==> src/include/dac_ctrl_pkg.sv <==
// shared constants for the audio dac control port
package dac_ctrl_pkg;
    // upper five bits of the slave address (arbitrary value)
    localparam logic [4:0] ADDR_FIXED = 5'h09;
    localparam logic [2:0] REG_LEFT_ATT = 3'h0;
    localparam logic [2:0] REG_RIGHT_ATT = 3'h1;
    localparam logic [2:0] REG_FORMAT = 3'h3;
    localparam logic [2:0] REG_OUT_CTRL = 3'h4;
    localparam int SUB_SEL_LSB = 0;
    localparam int RATE_GROUP_LSB = 6;
    localparam int ATTEN_APPLY_BIT = 0;
    localparam int ZERO_MUTE_EN_BIT = 1;
    localparam int DAC_OUT_OFF_BIT = 2;
    localparam logic [7:0] ATT_RESET = 8'hff;
    localparam logic [7:0] OUT_CTRL_RESET = 8'h00;
    localparam logic [1:0] RATE_RESET = 2'h0;
    localparam logic [1:0] RATE_44K1 = 2'h0;
    localparam logic [1:0] RATE_48K = 2'h1;
    localparam logic [1:0] RATE_32K = 2'h2;
    localparam int ZERO_RUN_CYCLES = 65536;
    localparam logic [16:0] ZERO_RUN_LAST = 17'h0ffff;
endpackage : dac_ctrl_pkg

==> src/rtl/audio_dac_control_port.sv <==
// two-wire write-only control port with output control and zero detect
`timescale 1ns/1ps
`default_nettype none
module audio_dac_control_port
#(
    parameter int ZERO_RUN = dac_ctrl_pkg::ZERO_RUN_CYCLES
) (
    // clock and reset
    input wire logic clk_sys,
    input wire logic rst_b,
    // two-wire bus pins
    input wire logic scl,
    input wire logic sdaIn,
    output logic sdaOut,
    output logic sdaOe,
    // address select pins
    input wire logic addr_sel_pin0,
    input wire logic addr_sel_pin1,
    // audio serial input
    input wire logic audio_bit_clock,
    input wire logic audioDataL,
    input wire logic audioDataR,
    // output control
    output logic [7:0] attenLeft,
    output logic [7:0] attenRight,
    output logic [1:0] rateGroup,
    output logic rateReserved,
    output logic zeroFlag_b,
    output logic outputsCommonMode,
    output logic busBusy
);
    import dac_ctrl_pkg::*;

    typedef enum {
        IDLE,
        ADDR,
        SUB,
        DATA,
        ACK,
        IGNORE
    } state_t;

    state_t state;
    state_t afterAck;
    logic sclLevel;
    logic sclRise;
    logic sclFall;
    logic sdaLevel;
    logic sdaRise;
    logic sdaFall;
    logic bckRise;
    logic datL1;
    logic datL2;
    logic datR1;
    logic datR2;
    logic sel0a;
    logic sel0b;
    logic sel1a;
    logic sel1b;
    logic [7:0] shiftReg;
    logic [3:0] bitCount;
    logic [2:0] subSel;
    logic [7:0] stageLeft;
    logic [7:0] stageRight;
    logic [7:0] outCtrl;
    logic [16:0] zeroCount;
    logic zeroDetected;
    logic ackDrive;
    logic [7:0] byteIn;
    logic byteDone;
    logic addrMatch;
    logic startSeen;
    logic stopSeen;
    logic [1:0] rateField;
    logic next_commonMode;

    sync_edge u_scl (
        .clk_sys(clk_sys),
        .rst_b(rst_b),
        .din(scl),
        .level(sclLevel),
        .rise(sclRise),
        .fall(sclFall)
    );
    sync_edge u_sda (
        .clk_sys(clk_sys),
        .rst_b(rst_b),
        .din(sdaIn),
        .level(sdaLevel),
        .rise(sdaRise),
        .fall(sdaFall)
    );
    sync_edge u_bck (
        .clk_sys(clk_sys),
        .rst_b(rst_b),
        .din(audio_bit_clock),
        .level(),
        .rise(bckRise),
        .fall()
    );

    assign startSeen = sdaFall & sclLevel;
    assign stopSeen = sdaRise & sclLevel;
    assign byteIn = {shiftReg[6:0], sdaLevel};
    assign byteDone = sclRise & (bitCount == 4'h7);
    // five fixed bits then pins; write bit must be zero
    assign addrMatch = (byteIn[7:3] == ADDR_FIXED)
        & (byteIn[2] == sel1b) & (byteIn[1] == sel0b) & ~byteIn[0];

    // pins and audio data synchronised before use
    always_ff @(posedge clk_sys) begin
        if (!rst_b) begin
            sel0a <= 1'b0;
            sel0b <= 1'b0;
            sel1a <= 1'b0;
            sel1b <= 1'b0;
            datL1 <= 1'b0;
            datL2 <= 1'b0;
            datR1 <= 1'b0;
            datR2 <= 1'b0;
        end else begin
            sel0a <= addr_sel_pin0;
            sel0b <= sel0a;
            sel1a <= addr_sel_pin1;
            sel1b <= sel1a;
            datL1 <= audioDataL;
            datL2 <= datL1;
            datR1 <= audioDataR;
            datR2 <= datR1;
        end
    end

    // the synchroniser delay is the slack the bus gets after a stop
    // busy from start to stop
    always_ff @(posedge clk_sys) begin
        if (!rst_b) begin
            busBusy <= 1'b0;
        end else if (startSeen) begin
            busBusy <= 1'b1;
        end else if (stopSeen) begin
            busBusy <= 1'b0;
        end
    end

    always_ff @(posedge clk_sys) begin
        if (!rst_b) begin
            state <= IDLE;
            afterAck <= IDLE;
            shiftReg <= 8'h00;
            bitCount <= 4'h0;
            subSel <= 3'h0;
            ackDrive <= 1'b0;
        end else if (startSeen) begin
            state <= ADDR;
            bitCount <= 4'h0;
            ackDrive <= 1'b0;
        end else if (stopSeen) begin
            state <= IDLE;
            ackDrive <= 1'b0;
        end else begin
            unique case (state)
                IDLE, IGNORE: begin
                    bitCount <= 4'h0;
                end
                ADDR, SUB, DATA: begin
                    if (sclRise) begin
                        shiftReg <= byteIn;
                        bitCount <= bitCount + 4'h1;
                    end
                    if (byteDone) begin
                        // foreign address ignored until next start
                        if (state == ADDR && !addrMatch) begin
                            state <= IGNORE;
                        end else begin
                            state <= ACK;
                            afterAck <= (state == ADDR) ? SUB : DATA;
                            if (state == SUB) begin
                                // low three sub-address bits pick reg
                                subSel <= byteIn[SUB_SEL_LSB +: 3];
                            end
                        end
                    end
                end
                ACK: begin
                    // drive low from falling edge through ninth pulse
                    if (sclFall && !ackDrive) begin
                        ackDrive <= 1'b1;
                    end else if (sclFall && ackDrive) begin
                        ackDrive <= 1'b0;
                        bitCount <= 4'h0;
                        // data phase repeats with no byte limit
                        state <= afterAck;
                    end
                end
            endcase
        end
    end

    // open drain: the level is always low, only the enable moves
    assign sdaOut = 1'b0;
    assign sdaOe = ackDrive;

    // register writes on each completed data byte
    logic dataWrite;
    assign dataWrite = (state == DATA) & byteDone & ~startSeen & ~stopSeen;

    always_ff @(posedge clk_sys) begin
        if (!rst_b) begin
            stageLeft <= ATT_RESET;
            stageRight <= ATT_RESET;
            outCtrl <= OUT_CTRL_RESET;
            rateGroup <= RATE_RESET;
            rateReserved <= 1'b0;
        end else if (dataWrite) begin
            unique case (subSel)
                REG_LEFT_ATT: stageLeft <= byteIn;
                REG_RIGHT_ATT: stageRight <= byteIn;
                REG_FORMAT: begin
                    rateGroup <= rateField;
                    // reserved code held as written, only flagged
                    rateReserved <= (rateField == 2'h3);
                end
                REG_OUT_CTRL: outCtrl <= byteIn;
                default: begin
                end
            endcase
        end
    end

    // rate field taken from the data byte
    assign rateField = byteIn[RATE_GROUP_LSB +: 2];

    // both channels load in the same cycle; hold when clear
    always_ff @(posedge clk_sys) begin
        if (!rst_b) begin
            attenLeft <= ATT_RESET;
            attenRight <= ATT_RESET;
        end else if (outCtrl[ATTEN_APPLY_BIT]) begin
            attenLeft <= stageLeft;
            attenRight <= stageRight;
        end
    end

    // count saturates, so a long silence never wraps back
    // count bit clocks with both channels zero
    always_ff @(posedge clk_sys) begin
        if (!rst_b) begin
            zeroCount <= 17'h00000;
            zeroDetected <= 1'b0;
        end else if (bckRise) begin
            if (datL2 | datR2) begin
                // any one restarts and clears flag
                zeroCount <= 17'h00000;
                zeroDetected <= 1'b0;
            end else if (zeroCount >= 17'(ZERO_RUN - 1)) begin
                zeroDetected <= 1'b1;
            end else begin
                zeroCount <= zeroCount + 17'h00001;
            end
        end
    end

    // output-off and zero mute force common mode
    assign next_commonMode = outCtrl[DAC_OUT_OFF_BIT]
        | (outCtrl[ZERO_MUTE_EN_BIT] & zeroDetected);

    // pin-facing flags leave from flops; one clock of lag is harmless
    always_ff @(posedge clk_sys) begin
        if (!rst_b) begin
            zeroFlag_b <= 1'b1;
            outputsCommonMode <= 1'b0;
        end else begin
            zeroFlag_b <= ~zeroDetected;
            outputsCommonMode <= next_commonMode;
        end
    end
endmodule : audio_dac_control_port
`default_nettype wire

==> src/rtl/sync_edge.sv <==
// two-flop synchroniser with rise and fall detection
`timescale 1ns/1ps
`default_nettype none
module sync_edge (
    // clock and reset
    input wire logic clk_sys,
    input wire logic rst_b,
    // asynchronous input
    input wire logic din,
    // synchronised level and edges
    output logic level,
    output logic rise,
    output logic fall
);
    logic stage1;
    logic stage2;
    logic stage3;
    always_ff @(posedge clk_sys) begin
        if (!rst_b) begin
            stage1 <= 1'b1;
            stage2 <= 1'b1;
            stage3 <= 1'b1;
        end else begin
            stage1 <= din;
            stage2 <= stage1;
            stage3 <= stage2;
        end
    end
    assign level = stage2;
    assign rise = stage2 & ~stage3;
    assign fall = ~stage2 & stage3;
endmodule : sync_edge
`default_nettype wire

==> config.mk <==
export PLATFORM = sky130hd
export DESIGN_NAME = audio_dac_control_port
export DESIGN_NICKNAME = d
export VERILOG_FILES = /design/src/include/dac_ctrl_pkg.sv /design/src/rtl/audio_dac_control_port.sv /design/src/rtl/sync_edge.sv
export SDC_FILE = /design/constraint.sdc
export NUM_CORES = 1
export LEC_CHECK = 0
export ABC_AREA = 1
export BUFFER_PORTS_ARGS = -buffer_cell sky130_fd_sc_hd__buf_4
export CORE_MARGIN = 5
export CORE_UTILIZATION = 45
export DETAILED_ROUTE_END_ITERATION = 16
export HOLD_SLACK_MARGIN = 0.05
export PLACE_DENSITY = 0.64
export SLEW_MARGIN = 20
export SYNTH_ARGS = -nofsm -noshare
export SYNTH_HDL_FRONTEND = slang
export SYNTH_HIERARCHICAL = 1
export SYNTH_SLANG_ARGS = --single-unit
==> constraint.sdc <==
create_clock -name clk_sys -period 2 [get_ports clk_sys]
set_input_delay 0.4 -clock clk_sys [delete_from_list [all_inputs] [get_ports clk_sys]]
set_output_delay 0.4 -clock clk_sys [all_outputs]
set_load 0.005 [all_outputs]
# Word-level counts from Yosys, hierarchy flattened
# Index checks and enable logic that the tools add are counted.
[op_classes]
addsub = 2
order_cmp = 1
n_eq_ne = 24
n_mux = 20
n_bitwise = 27
n_reduce_logical = 29
[ops]
columns = ["operator", "n"]
rows = [
  ["$eq 32x3->1 const B", 4],
  ["$eq 32x2->1 const B", 3],
  ["$mux 32", 3],
  ["$pmux 32 s2", 1],
  ["$mux 17", 2],
  ["$eq 32x1->1 const B", 1],
  ["$logic_not 32->1", 1],
  ["$add 17x1->17 const B", 1],
  ["$ge 17x16->1 const B", 1],
  ["$reduce_and 4->1", 4],
  ["$and 1x1->1", 15],
  ["$reduce_and 2->1", 7],
  ["$mux 4", 3],
  ["$ne 4x4->1 const B", 3],
  ["$pmux 4 s3", 1],
  ["$mux 1", 10],
  ["$ne 2x2->1 const B", 5],
  ["$not 1->1", 10],
  ["$reduce_bool 2->1", 4],
  ["$reduce_and 6->1", 1],
  ["$reduce_or 3->1", 2],
  ["$eq 5x4->1 const B", 1],
  ["$reduce_and 5->1", 1],
  ["$add 4x1->4 const B", 1],
  ["other kinds (12)", 18],
]
[totals]
ff_bits = 155
output_inout_bits = 24
elab_cells = 139

# Longest topological paths before layout
# Gate-level depths: netlist of run 1.
[depth]
word_depth = 11
ltp_mapped = 12

# By module
# Netlist of run 1, hierarchy kept.
[by_module_without_submodules]
columns = ["mod", "n_inst", "cells_per_inst", "area_per_inst_um2", "seq_area_each_um2"]
rows = [
  ["audio_dac_control_port", 1, 544, 3842.4, 1741.7],
  ["sync_edge", 3, 12, 93.8, 60.1],
]

# Worst setup path after synthesis of run 1
# No wires, ideal clock.
[synth_path]
path_type = "reg2reg"
startpoint = "register zeroCount[0]"
endpoint = "register zeroCount[11]"
setup_ns = 0.132
arrival_ns = 1.932
slack_ns = -0.065
stages_incl_launch_ff = 13
n_path_buf = 1
period_less_slack_ns = 2.065
path_cell_list = "dfxtp_1 > ha_1 > nand3_1 > nor2_1 > nand2_1 > nor4_1 > ha_1 > nor2_1 > nand3_4 > nand2_4 > buf_6 > nand2_1 > a21oi_1"
[synth_via]
elab_chain_len = 3
[synth_lines]
columns = ["element", "line_no", "text"]
rows = [
  ["from (decl)", "audio_dac_control_port.sv:66", "logic [16:0] zeroCount;"],
  ["from (signal assigned)", "audio_dac_control_port.sv:258", "zeroCount <= zeroCount + 17'h00001;"],
  ["$add 17x1->17 / $ge 17x16->1 (equally long branches)", "audio_dac_control_port.sv:258, audio_dac_control_port.sv:255", ""],
  ["$mux 17 / $ne 2x2->1 (equally long branches)", "-", ""],
  ["$mux 17 / $reduce_and 2->1 (equally long branches)", "-", ""],
]
# Parallel ways exist; a longest one is shown, timed or not. The select of a mux whose other input is x is not followed.
# A chain may end at the register's enable or synchronous reset.

# Final worst setup path of run 1
[layout_path]
startpoint = "register zeroCount[1]"
endpoint = "register zeroCount[7]"
# The elaborated chain is that of the path after synthesis.

==> results.cfg, run 1 <==
[drt]
via_count = 3659
drc_violations = 0
drt-vias-per-instance = 4.925
detail_route.wl_per_cell_um = 12.29
detailedRoute.firstPassIterationCount = 4
drt-initial-drc-count = 201
finalWirelength_mm = 9.131
count_of_antenna_violating_nets_left_after_detailed_routing = 0

[placed_design]
gp_congestion = 0.8651
numPlacedInstances = 721
port_buffers = 31
dp.final_hpwl_mm = 6.474
dpl_worst_slack_ns = -0.03261
placedInstanceArea_sq_um = 4548

[power]
ir_drop_mv = 0.3221
power.density_cell_area_nw_per_um2 = 681.6
leakagePower_uw = 0.002198

[global_routing]
grt_max_degree = 48
gr-total-overflow = 0
antenna_found_initial = 0
groute.usage.overall_pct = 17.26
number_of_global_route_vias_before_repair = 3461
global_route_wire_length_before_repair_mm = 15.95

[die]
overall_die_height_um = 105.6
die_w_um = 105.6
placementRows = 35
design.portCount = 33
floorplan.die_area_sq_um = 11160
initial_core_util_pct = 45.41
core_area_sq_um = 9065

[worst_setup_path]
endpoint_kind = flip-flop
setup.worst_path.class = flip-flop to flip-flop
r2r-start = zeroCount[1]
path_max_fanout = 8
crit_path_start = zeroCount[1]
timing.reg2reg.setup_slack_ns = 0.07
setup.worst_path.start_class = flip-flop
cp.required_ns = 2.30
cp.arrival_ns = 2.23

[clock_tree]
hold_buffers = 0
cts_max_path_buffers = 2
cts_htree_levels = 3
path_clk_slew_ns = 0.10
clock_sink_count = 96
clockRootBuffer = sky130_fd_sc_hd__clkbuf_8
insertion_delay_ns = 0.38
clock_tree_from_tritoncts = yes
cts_made_buffers = 9

[finish]
post-route-cell-area_sq_um = 4871
final_cell_count_without_fillers = 743
fillerInstances = 879
layout.area.seq_sq_um = 1924
layout.nets = 639
multi_input_area_sq_um = 1954
drive_gt1_share_pct = 17.25
syn_to_final_growth_pct = 18.33
insertedDiodeCount = 0

[logic_synthesis]
mean_area_per_synthesized_cell_sq_um = 7.122
netlist_area_before_placement_sq_um = 4116
yosysWarningCount = 6
synth.net_count = 590
synthCells = 578

[timing]
finalClockSkew_ns = 0.01224
slew-limit-headroom_pct = 43.61
layout_worst_path_cycle_share_pct = 96.63
maxSlewViolCount = 0
finalWorstSetupSlack_ns = 0.06733
rsz0062_at_grt = true
max_clock_freq_ghz = 0.5174
period_minus_slack_ns = 1.933
finalHoldViolCount = 0
finalSetupViolCount = 0
worst-slew-pin-transition_ns = 0.8449
finalHoldWorstSlack_ns = 0.1960

[run_status]
outcome = completed

[job]
max_cap_violations = 0

[min_path]
worstHoldStart = audio_bit_clock
hold_path.class = primary input to flip-flop
==> through the flow <==
step / setup TNS, ns / util [%] / total power (uW)
finish: 0 / 53.73 / 3320
global route: -0.1477 / 53.73 / 3484
CTS: 0 / 52.41 / 3355
detailed placement: -0.2737 / 50.17 / 2117
global placement: 0 / 50.17 / 2114
floorplan: 0 / - / 2073
==> per-layer routing <==
layer / track usage [%] / wire length (um) / share of wire (%) / vias up
met5: 0 / 0 / 0 / -
met2: 27.82 / 4446 / 49 / 55
met1: 22.77 / 4197 / 46 / 1659
met3: 4.042 / 365 / 4.0 / 10
li1: - / - / - / 1935
met4: 5.735 / 123 / 1.3 / 0
==> timing repair <==
| action | 4_1_cts | 5_1_grt |
|---|---|---|
| setup buffers | 0 | 6 |
| pin swaps | 1 | 13 |
| endpoints found under the setup margin | 16 | 28 |
| gates resized for setup | 1 | 15 |
==> worst max-delay path, stage by stage (launching register included) <==
cell and delay [ns]:
sky130_fd_sc_hd__dfxtp_2 0.37, sky130_fd_sc_hd__ha_4 0.16, sky130_fd_sc_hd__nand3_4 0.09, sky130_fd_sc_hd__nor2_4 0.13
sky130_fd_sc_hd__nand2_2 0.08, sky130_fd_sc_hd__nor4_4 0.22, sky130_fd_sc_hd__ha_2 0.20, sky130_fd_sc_hd__nor2_1 0.07
sky130_fd_sc_hd__nand3_4 0.16, sky130_fd_sc_hd__buf_6 0.15, sky130_fd_sc_hd__nand3_1 0.09, sky130_fd_sc_hd__a21oi_2 0.13
==> report_power, final <==
part | total [uW] | internal (uW) | leakage [uW] | switching [uW]
Sequential | 1940 | 1930 | 0.000779 | 9.72
Clock | 1240 | 490 | 0.0000970 | 752
Combinational | 138 | 45.4 | 0.00132 | 92.2
Total | 3320 | 2470 | 0.00220 | 854
==> flip-flops by register name (all words and copies together) (netlist names), 2 cells and up <==
name,cells
rateGroup,2
state,3
zeroCount,17
outCtrl,3
bitCount,4
attenRight,8
stageRight,8
attenLeft,8
subSel,3
stageLeft,8
afterAck,2
shiftReg,7
==> cell usage in the layout, fill, tap and decap left out, types with 2 or more instances in the layout <==
cell type and count:
sky130_fd_sc_hd__nand4_1 8, sky130_fd_sc_hd__or2_1 2, sky130_fd_sc_hd__nand3_4 2, sky130_fd_sc_hd__dfxtp_2 2, sky130_fd_sc_hd__inv_1 51, sky130_fd_sc_hd__nor3_1 4, sky130_fd_sc_hd__buf_4 55, sky130_fd_sc_hd__nand2_1 175
sky130_fd_sc_hd__dfxtp_1 94, sky130_fd_sc_hd__a21oi_1 37, sky130_fd_sc_hd__nand3_1 61, sky130_fd_sc_hd__nor2_4 2, sky130_fd_sc_hd__nand2_2 5, sky130_fd_sc_hd__o211ai_2 4, sky130_fd_sc_hd__o21bai_1 5, sky130_fd_sc_hd__clkbuf_8 9
sky130_fd_sc_hd__o21ai_0 3, sky130_fd_sc_hd__nand3_2 3, sky130_fd_sc_hd__xnor2_1 3, sky130_fd_sc_hd__nor2_1 63, sky130_fd_sc_hd__inv_8 2, sky130_fd_sc_hd__o21ai_1 7, sky130_fd_sc_hd__inv_2 10, sky130_fd_sc_hd__a21oi_2 3
sky130_fd_sc_hd__inv_6 2, sky130_fd_sc_hd__xor2_1 4
==> area by class of cell <==
| type | count | share of cell area (%) |
|---|---|---|
| clock buffer | 9 | 2.543 |
| clock inverter | 7 | 1.490 |
| multi-input combinational | 402 | 40.12 |
| tap | 111 | 2.851 |
| inverter | 62 | 4.778 |
| timing repair buffer | 56 | 8.708 |
| sequential | 96 | 39.51 |
==> final timing paths <==
check | to | cells after the start
worst max register to register | zeroCount[7] | 11
worst min-delay path | u_bck/stage1 | 3
worst min register to register | u_bck/level | 2
worst max-delay path | zeroCount[7] | 11
(Power assumes the default switching activity.)
==> run 2, diff against run 1 <==
--- a/config.mk
+++ b/config.mk
@@ -15,5 +15,4 @@
 export SLEW_MARGIN = 20
 export SYNTH_ARGS = -nofsm -noshare
 export SYNTH_HDL_FRONTEND = slang
-export SYNTH_HIERARCHICAL = 1
 export SYNTH_SLANG_ARGS = --single-unit
==> run 2 against run 1 <==
Net effect:
- combinational power up 9%
- hold slack better by 0.021 ns
- sequential share of layout area shrank 0.90 points
- highest routed layer unchanged
- critical path depth unchanged
- largest power group unchanged
- area after synthesis grew 3.3%
- largest cell class unchanged
- register-to-register slack hardly changed
- clock skew is 0.00076 ns lower
==> results.cfg, run 2 <==
[logic_synthesis]
yosysSeqAreaShare_pct = 45.20
ys_top_cells_by_count = 159 x sky130_fd_sc_hd__nand2_1, 96 x sky130_fd_sc_hd__dfxtp_1, 59 x sky130_fd_sc_hd__nor2_1
synth_largest_area_cell = sky130_fd_sc_hd__dfxtp_1
count_of_different_cell_masters_after_synthesis = 34
yosys.area.top_type_share_pct = 45.20
yosysWarningCount = 0
synth-edff-count = 0
postSynthRegisterBits = 96
synth.net_count = 586
top_count_cell_post_synth = sky130_fd_sc_hd__nand2_1
synthCells = 574
synthTopCellsByArea = sky130_fd_sc_hd__dfxtp_1 45%, sky130_fd_sc_hd__nand2_1 14%, sky130_fd_sc_hd__nand3_1 5.3%
synth_async_sr_flop_share_pct = 0
netlist_area_before_placement_sq_um = 4252
top_reg_cell_synth = sky130_fd_sc_hd__dfxtp_1
mean_area_per_synthesized_cell_sq_um = 7.407

[worst_setup_path]
critPathBufInv = 1
crit_slowest_cell = sky130_fd_sc_hd__dfxtp_4
cp.arrival_ns = 2.23
timing.critical_path.slowest_cell_delay_ns = 0.38
path_max_fanout = 7
cp_cell_sequence = ha_4, nand3_4, nor2_4, nand2_2, nor4_4, ha_2, nor2_2, nand3_4, clkbuf_16, nand3_1, a21oi_1
critical-path-top-cell-by-count = sky130_fd_sc_hd__nand3_4
setup.worst_path.class = flip-flop to flip-flop
endpoint_kind = flip-flop
critical-path-top-delay-family = simple AND/OR/NAND/NOR gates
cp.required_ns = 2.29
setup.worst_path.start_class = flip-flop

[die]
overall_die_height_um = 107.2
floorplan.die_area_sq_um = 11490
core_area_sq_um = 9240
placementRows = 35
initial_core_util_pct = 46.01
die_w_um = 107.2
design.portCount = 33

[power]
power.density_cell_area_nw_per_um2 = 652.1
ir_drop_mv = 0.5226
switching_share_pct = 24.81
internal_power_uw = 2450
clock_power_share_pct = 35.8
power_switching_uw = 808.5
leakagePower_uw = 0.002244
sequentialPowerShare_pct = 59.6
power.share.combinational_pct = 4.6

[finish]
mostFrequentLayoutCell = sky130_fd_sc_hd__nand2_1
insertedDiodeCount = 0
layout.nets = 628
syn_to_final_growth_pct = 17.54
finalCoreUtilization_pct = 54.08
registers.top_by_ff_count = zeroCount
largest_register_ffs = 17
commonest_non_fill_non_tap_cells_in_the_layout = 157 x sky130_fd_sc_hd__nand2_1, 94 x sky130_fd_sc_hd__dfxtp_1, 57 x sky130_fd_sc_hd__inv_1, 57 x sky130_fd_sc_hd__nor2_1, 49 x sky130_fd_sc_hd__buf_4
drive_gt1_share_pct = 21.26

[timing]
finalHoldViolCount = 0
maxSlewViolCount = 0
setup-tns-final_ns = 0
period_minus_slack_ns = 1.938
slew-limit-headroom_pct = 61.84
finalHoldWorstSlack_ns = 0.2167
max_clock_freq_ghz = 0.5159
finalClockSkew_ns = 0.01148
finalSetupViolCount = 0
worst-slew-pin-transition_ns = 0.5689
rsz0062_at_grt = true
layout_worst_path_cycle_share_pct = 96.92

[drt]
detailedRoute.firstPassIterationCount = 5
finalWirelength_mm = 9.326
count_of_antenna_violating_nets_left_after_detailed_routing = 0
drt-vias-per-instance = 4.868
via_count = 3651
detail_route.wl_per_cell_um = 12.43
drc_violations = 0
drt-initial-drc-count = 160

[placed_design]
port_buffers = 31
dp.final_hpwl_mm = 6.491
gp_congestion = 0.8709

[global_routing]
global_route_wire_length_before_repair_mm = 16.01
grt_max_degree = 60
gr-total-overflow = 0
groute.usage.overall_pct = 17.01
antenna_found_initial = 0
number_of_global_route_vias_before_repair = 3510

[min_path]
hold_path.class = primary input to flip-flop

[clock_tree]
cts_htree_levels = 3
path_clk_slew_ns = 0.09
clock_tree_from_tritoncts = yes
insertion_delay_ns = 0.36
cts_made_buffers = 9
clock_sink_count = 96
clockRootBuffer = sky130_fd_sc_hd__clkbuf_8
cts_max_path_buffers = 2

[run_status]
outcome = completed

[job]
max_cap_violations = 0
[run 2: power by group through the flow]
stage | Combinational (uW) | Sequential [uW] | Clock, uW
2_1_floorplan | 99.0 | 1990 | 0
3_3_place_gp | 142 | 1990 | 0
3_5_place_dp | 144 | 1990 | 0
4_1_cts | 144 | 1940 | 1210
5_1_grt | 168 | 1950 | 1300
6_report | 150 | 1940 | 1170
[run 2: path summary, 6_finish.rpt]
| kind | startpoint | to | slack (ns) | cells past startpoint |
|---|---|---|---|---|
| hold / removal | addr_sel_pin0 | sel0a | 0.22 | 3 |
| setup / recovery | zeroCount[1] | zeroCount[10] | 0.06 | 11 |
| hold reg to reg | u_sda.stage1 | u_sda.level | 0.42 | 1 |
| setup reg to reg | zeroCount[1] | zeroCount[10] | 0.06 | 11 |
[run 2: cell families after synthesis]
group | synth area share, %
compound gates | 12.10
xor+xnor | 0.8242
fa+ha+maj | 0.8830
buf+inv | 8.328
flops | 45.20
other cells | 0.08820
simple gates | 32.58
[run 2: worst min-delay path: stages]
cell and delay (ns):
sky130_fd_sc_hd__buf_4 0.07, sky130_fd_sc_hd__nand2_1 0.04, sky130_fd_sc_hd__inv_1 0.04
[run 2: per-layer routing]
layer / routed length (um) / part of all wire [%] / track usage, % / vias to the layer above
met5: 0 / 0 / 0 / -
met4: 95 / 1.0 / 5.205 / 0
met3: 266 / 2.9 / 3.010 / 8
met2: 4543 / 49 / 29.13 / 49
met1: 4420 / 47 / 21.74 / 1682
li1: - / - / - / 1912
[run 2: per-stage QoR]
step           setup WS, ns  total power, uW  area (sq um)  std cells
6_report            0.06152             3259          4997        750
5_1_grt            -0.03391             3411          4997        750
4_1_cts             0.04500             3296          4873        747
3_5_place_dp        0.01555             2133          4690        731
3_3_place_gp         0.1546             2130          4690        731
2_1_floorplan      0.006000             2085          4252        574
[run 2: what timing repair did]
| action | 4_1_cts | 5_1_grt |
|---|---|---|
| pin swaps | 0 | 13 |
| resized for setup | 1 | 20 |
| hold buffers | 0 | 0 |
| gates cloned | 0 | 1 |
| setup endpoints to repair | 2 | 17 |
| setup buffers | 0 | 2 |
[run 2: area by class of cell]
cell class | instances | area [sq um]
Sequential cell | 96 | 1929
Clock inverter | 6 | 50.05
Multi-Input combinational cell | 394 | 2058
Tap cell | 129 | 161.4
Clock buffer | 10 | 127.6
Timing Repair Buffer | 52 | 432.9
Inverter | 63 | 237.7
Fill cell | 898 | 4243
==> run 3, diff against run 2 <==
--- a/config.mk
+++ b/config.mk
@@ -12,6 +12,7 @@
 export DETAILED_ROUTE_END_ITERATION = 16
 export HOLD_SLACK_MARGIN = 0.05
 export PLACE_DENSITY = 0.64
+export SETUP_SLACK_MARGIN = 0.3
 export SLEW_MARGIN = 20
 export SYNTH_ARGS = -nofsm -noshare
 export SYNTH_HDL_FRONTEND = slang
==> constraint.sdc (replaced) <==
create_clock -name clk_sys -period 1.76 [get_ports clk_sys]
set_input_delay 0.352 -clock clk_sys [delete_from_list [all_inputs] [get_ports clk_sys]]
set_output_delay 0.352 -clock clk_sys [all_outputs]
set_load 0.005 [all_outputs]
==> run 3 against run 2 <==
Net effect:
- the run now ends with setup timing left
- final cell count increased by 3.6%
- maximum frequency up 9.0%
- utilization is 6.1 points higher
- power increased by 16%
- wire length up 12%
- final area grew 11%
- clock power rose by 15%
- register-to-register slack worse by 0.08 ns
- sequential share of layout area fell by 3.6 points
- critical path depth unchanged
- critical endpoint is now zeroCount[1]
- largest cell class unchanged
- largest power group unchanged
==> results.cfg, run 3 (synthesis results as in run 2) <==
[power]
power_uw = 3766
leakagePower_uw = 0.002455
power.density_cell_area_nw_per_um2 = 677.2
ir_drop_mv = 0.4666

[worst_setup_path]
cp.arrival_ns = 2.07
critical-path-top-delay-family = simple AND/OR/NAND/NOR gates
crit_slowest_cell = sky130_fd_sc_hd__dfxtp_2
setup.worst_path.start_class = flip-flop
path_max_fanout = 10
timing.critical_path.slowest_cell_delay_ns = 0.36
critical-path-top-cell-by-count = sky130_fd_sc_hd__nand3_4
cp.required_ns = 2.05
cp_cell_sequence = ha_4, nand3_4, nor2_4, nand2_2, nor4_4, ha_2, nor2_2, nand3_4, buf_12, nand3_1, a21oi_1
endpoint_kind = flip-flop
timing.reg2reg.setup_slack_ns = -0.02
setup.worst_path.class = flip-flop to flip-flop
critPathBufInv = 1

[finish]
layout.nets = 655
final_cell_count_without_fillers = 777
drive_gt1_share_pct = 32.87
post-route-cell-area_sq_um = 5562
registers.top_by_ff_count = zeroCount
syn_to_final_growth_pct = 30.81
mostFrequentLayoutCell = sky130_fd_sc_hd__nand2_1
fillerInstances = 841
insertedDiodeCount = 0
commonest_non_fill_non_tap_cells_in_the_layout = 139 x sky130_fd_sc_hd__nand2_1, 85 x sky130_fd_sc_hd__dfxtp_1, 66 x sky130_fd_sc_hd__buf_4
largest_register_ffs = 17

[timing]
finalHoldViolCount = 0
period_minus_slack_ns = 1.778
finalSetupViolCount = 5
worst-slew-pin-transition_ns = 0.5582
maxSlewViolCount = 0
rsz0062_at_grt = true
layout_worst_path_cycle_share_pct = 101.0
slew-limit-headroom_pct = 62.65
max_clock_freq_ghz = 0.5624
finalWorstSetupSlack_ns = -0.01802
finalClockSkew_ns = 0.01042

[die]
overall_die_height_um = 107.2
design.portCount = 33
placementRows = 35
die_w_um = 107.2
core_area_sq_um = 9240
initial_core_util_pct = 46.01
floorplan.die_area_sq_um = 11490

[placed_design]
gp_congestion = 0.8441
dp.final_hpwl_mm = 6.738
port_buffers = 31
numPlacedInstances = 749
placedInstanceArea_sq_um = 4890

[global_routing]
antenna_found_initial = 0
number_of_global_route_vias_before_repair = 3731
global_route_wire_length_before_repair_mm = 17.42
groute.usage.overall_pct = 18.56
grt_max_degree = 60
gr-total-overflow = 0

[min_path]
hold_path.class = primary input to flip-flop

[clock_tree]
cts_made_buffers = 9
clock_tree_from_tritoncts = yes
insertion_delay_ns = 0.37
clockRootBuffer = sky130_fd_sc_hd__clkbuf_8
clock_sink_count = 96
cts_max_path_buffers = 2
cts_htree_levels = 3
path_clk_slew_ns = 0.09
hold_buffers = 0

[run_status]
outcome = complete, but fails checks
violations = setup timing

[drt]
via_count = 3841
drt-vias-per-instance = 4.943
detailedRoute.firstPassIterationCount = 5
finalWirelength_mm = 10.43
count_of_antenna_violating_nets_left_after_detailed_routing = 0
drc_violations = 0
drt-initial-drc-count = 171
detail_route.wl_per_cell_um = 13.42

[job]
max_cap_violations = 0
-- run 3: cell count changes in the layout (fill, tap and decap cells not counted), sizes merged --
cell,change
nand2,+1
clkbuf,+1
clkinv,-1
clkinvlp,-1
inv,+2
buf,+25
-- run 3: layout make-up --
| class | count | area, sq um | area share, % |
|---|---|---|---|
| inverters | 63 | 241.5 | 4.342 |
| repair buffers | 78 | 675.6 | 12.15 |
| clock inverters | 6 | 50.05 | 0.8999 |
| flip-flops and latches | 96 | 1946 | 34.98 |
| clock buffers | 10 | 127.6 | 2.295 |
| multi-input cells | 395 | 2360 | 42.43 |
| well taps | 129 | 161.4 | 2.902 |
-- run 3: worst paths after layout --
check,cells past startpoint,to,start
min,3,sel1a,addr_sel_pin1
min reg2reg,2,sel1b,sel1a
max reg2reg,11,zeroCount[1],zeroCount[1]
max,11,zeroCount[1],zeroCount[1]
-- run 3: what timing repair did --
action / 4_1_cts / 5_1_grt
cloned: 1 / 2
gates resized for setup: 32 / 80
endpoints found under the hold margin: 0 / 0
setup endpoints to repair: 43 / 58
buffers inserted: 6 / 3
pin swaps: 15 / 13
-- run 3: through the flow --
stage	TNS, ns	setup slack [ns]	hold WS [ns]	utilization, %
final	-0.05939	-0.01802	0.1702	60.19
after global routing	-1.879	-0.1377	0.1574	60.19
after CTS	0	0.01281	0.1536	56.59
after detailed placement	-0.04742	-0.01672	0.3977	52.92
after global placement	0	0.004704	0.3950	52.92
after floorplan	-0.3830	-0.04163	0.3780	-
-- run 3: worst reg2reg max path, stage by stage (launching register included) --
cell and delay, ns:
sky130_fd_sc_hd__dfxtp_2 0.36, sky130_fd_sc_hd__ha_4 0.15, sky130_fd_sc_hd__nand3_4 0.09, sky130_fd_sc_hd__nor2_4 0.12
sky130_fd_sc_hd__nand2_2 0.08, sky130_fd_sc_hd__nor4_4 0.17, sky130_fd_sc_hd__ha_2 0.23, sky130_fd_sc_hd__nor2_2 0.05
sky130_fd_sc_hd__nand3_4 0.12, sky130_fd_sc_hd__buf_12 0.14, sky130_fd_sc_hd__nand3_1 0.07, sky130_fd_sc_hd__a21oi_1 0.14
-- run 3: layer usage --
metal,part of all wire (%),vias to the layer above,global-route usage (%)
li1,-,1971,-
met1,43,1797,22.89
met2,52,62,32.39
met3,3.6,11,3.612
met4,1.2,0,5.936
met5,0,-,0
-- run 3: where the power goes --
group,internal [uW],switching (uW)
clock network,538,809
registers,2190,16.3
logic,80.6,131
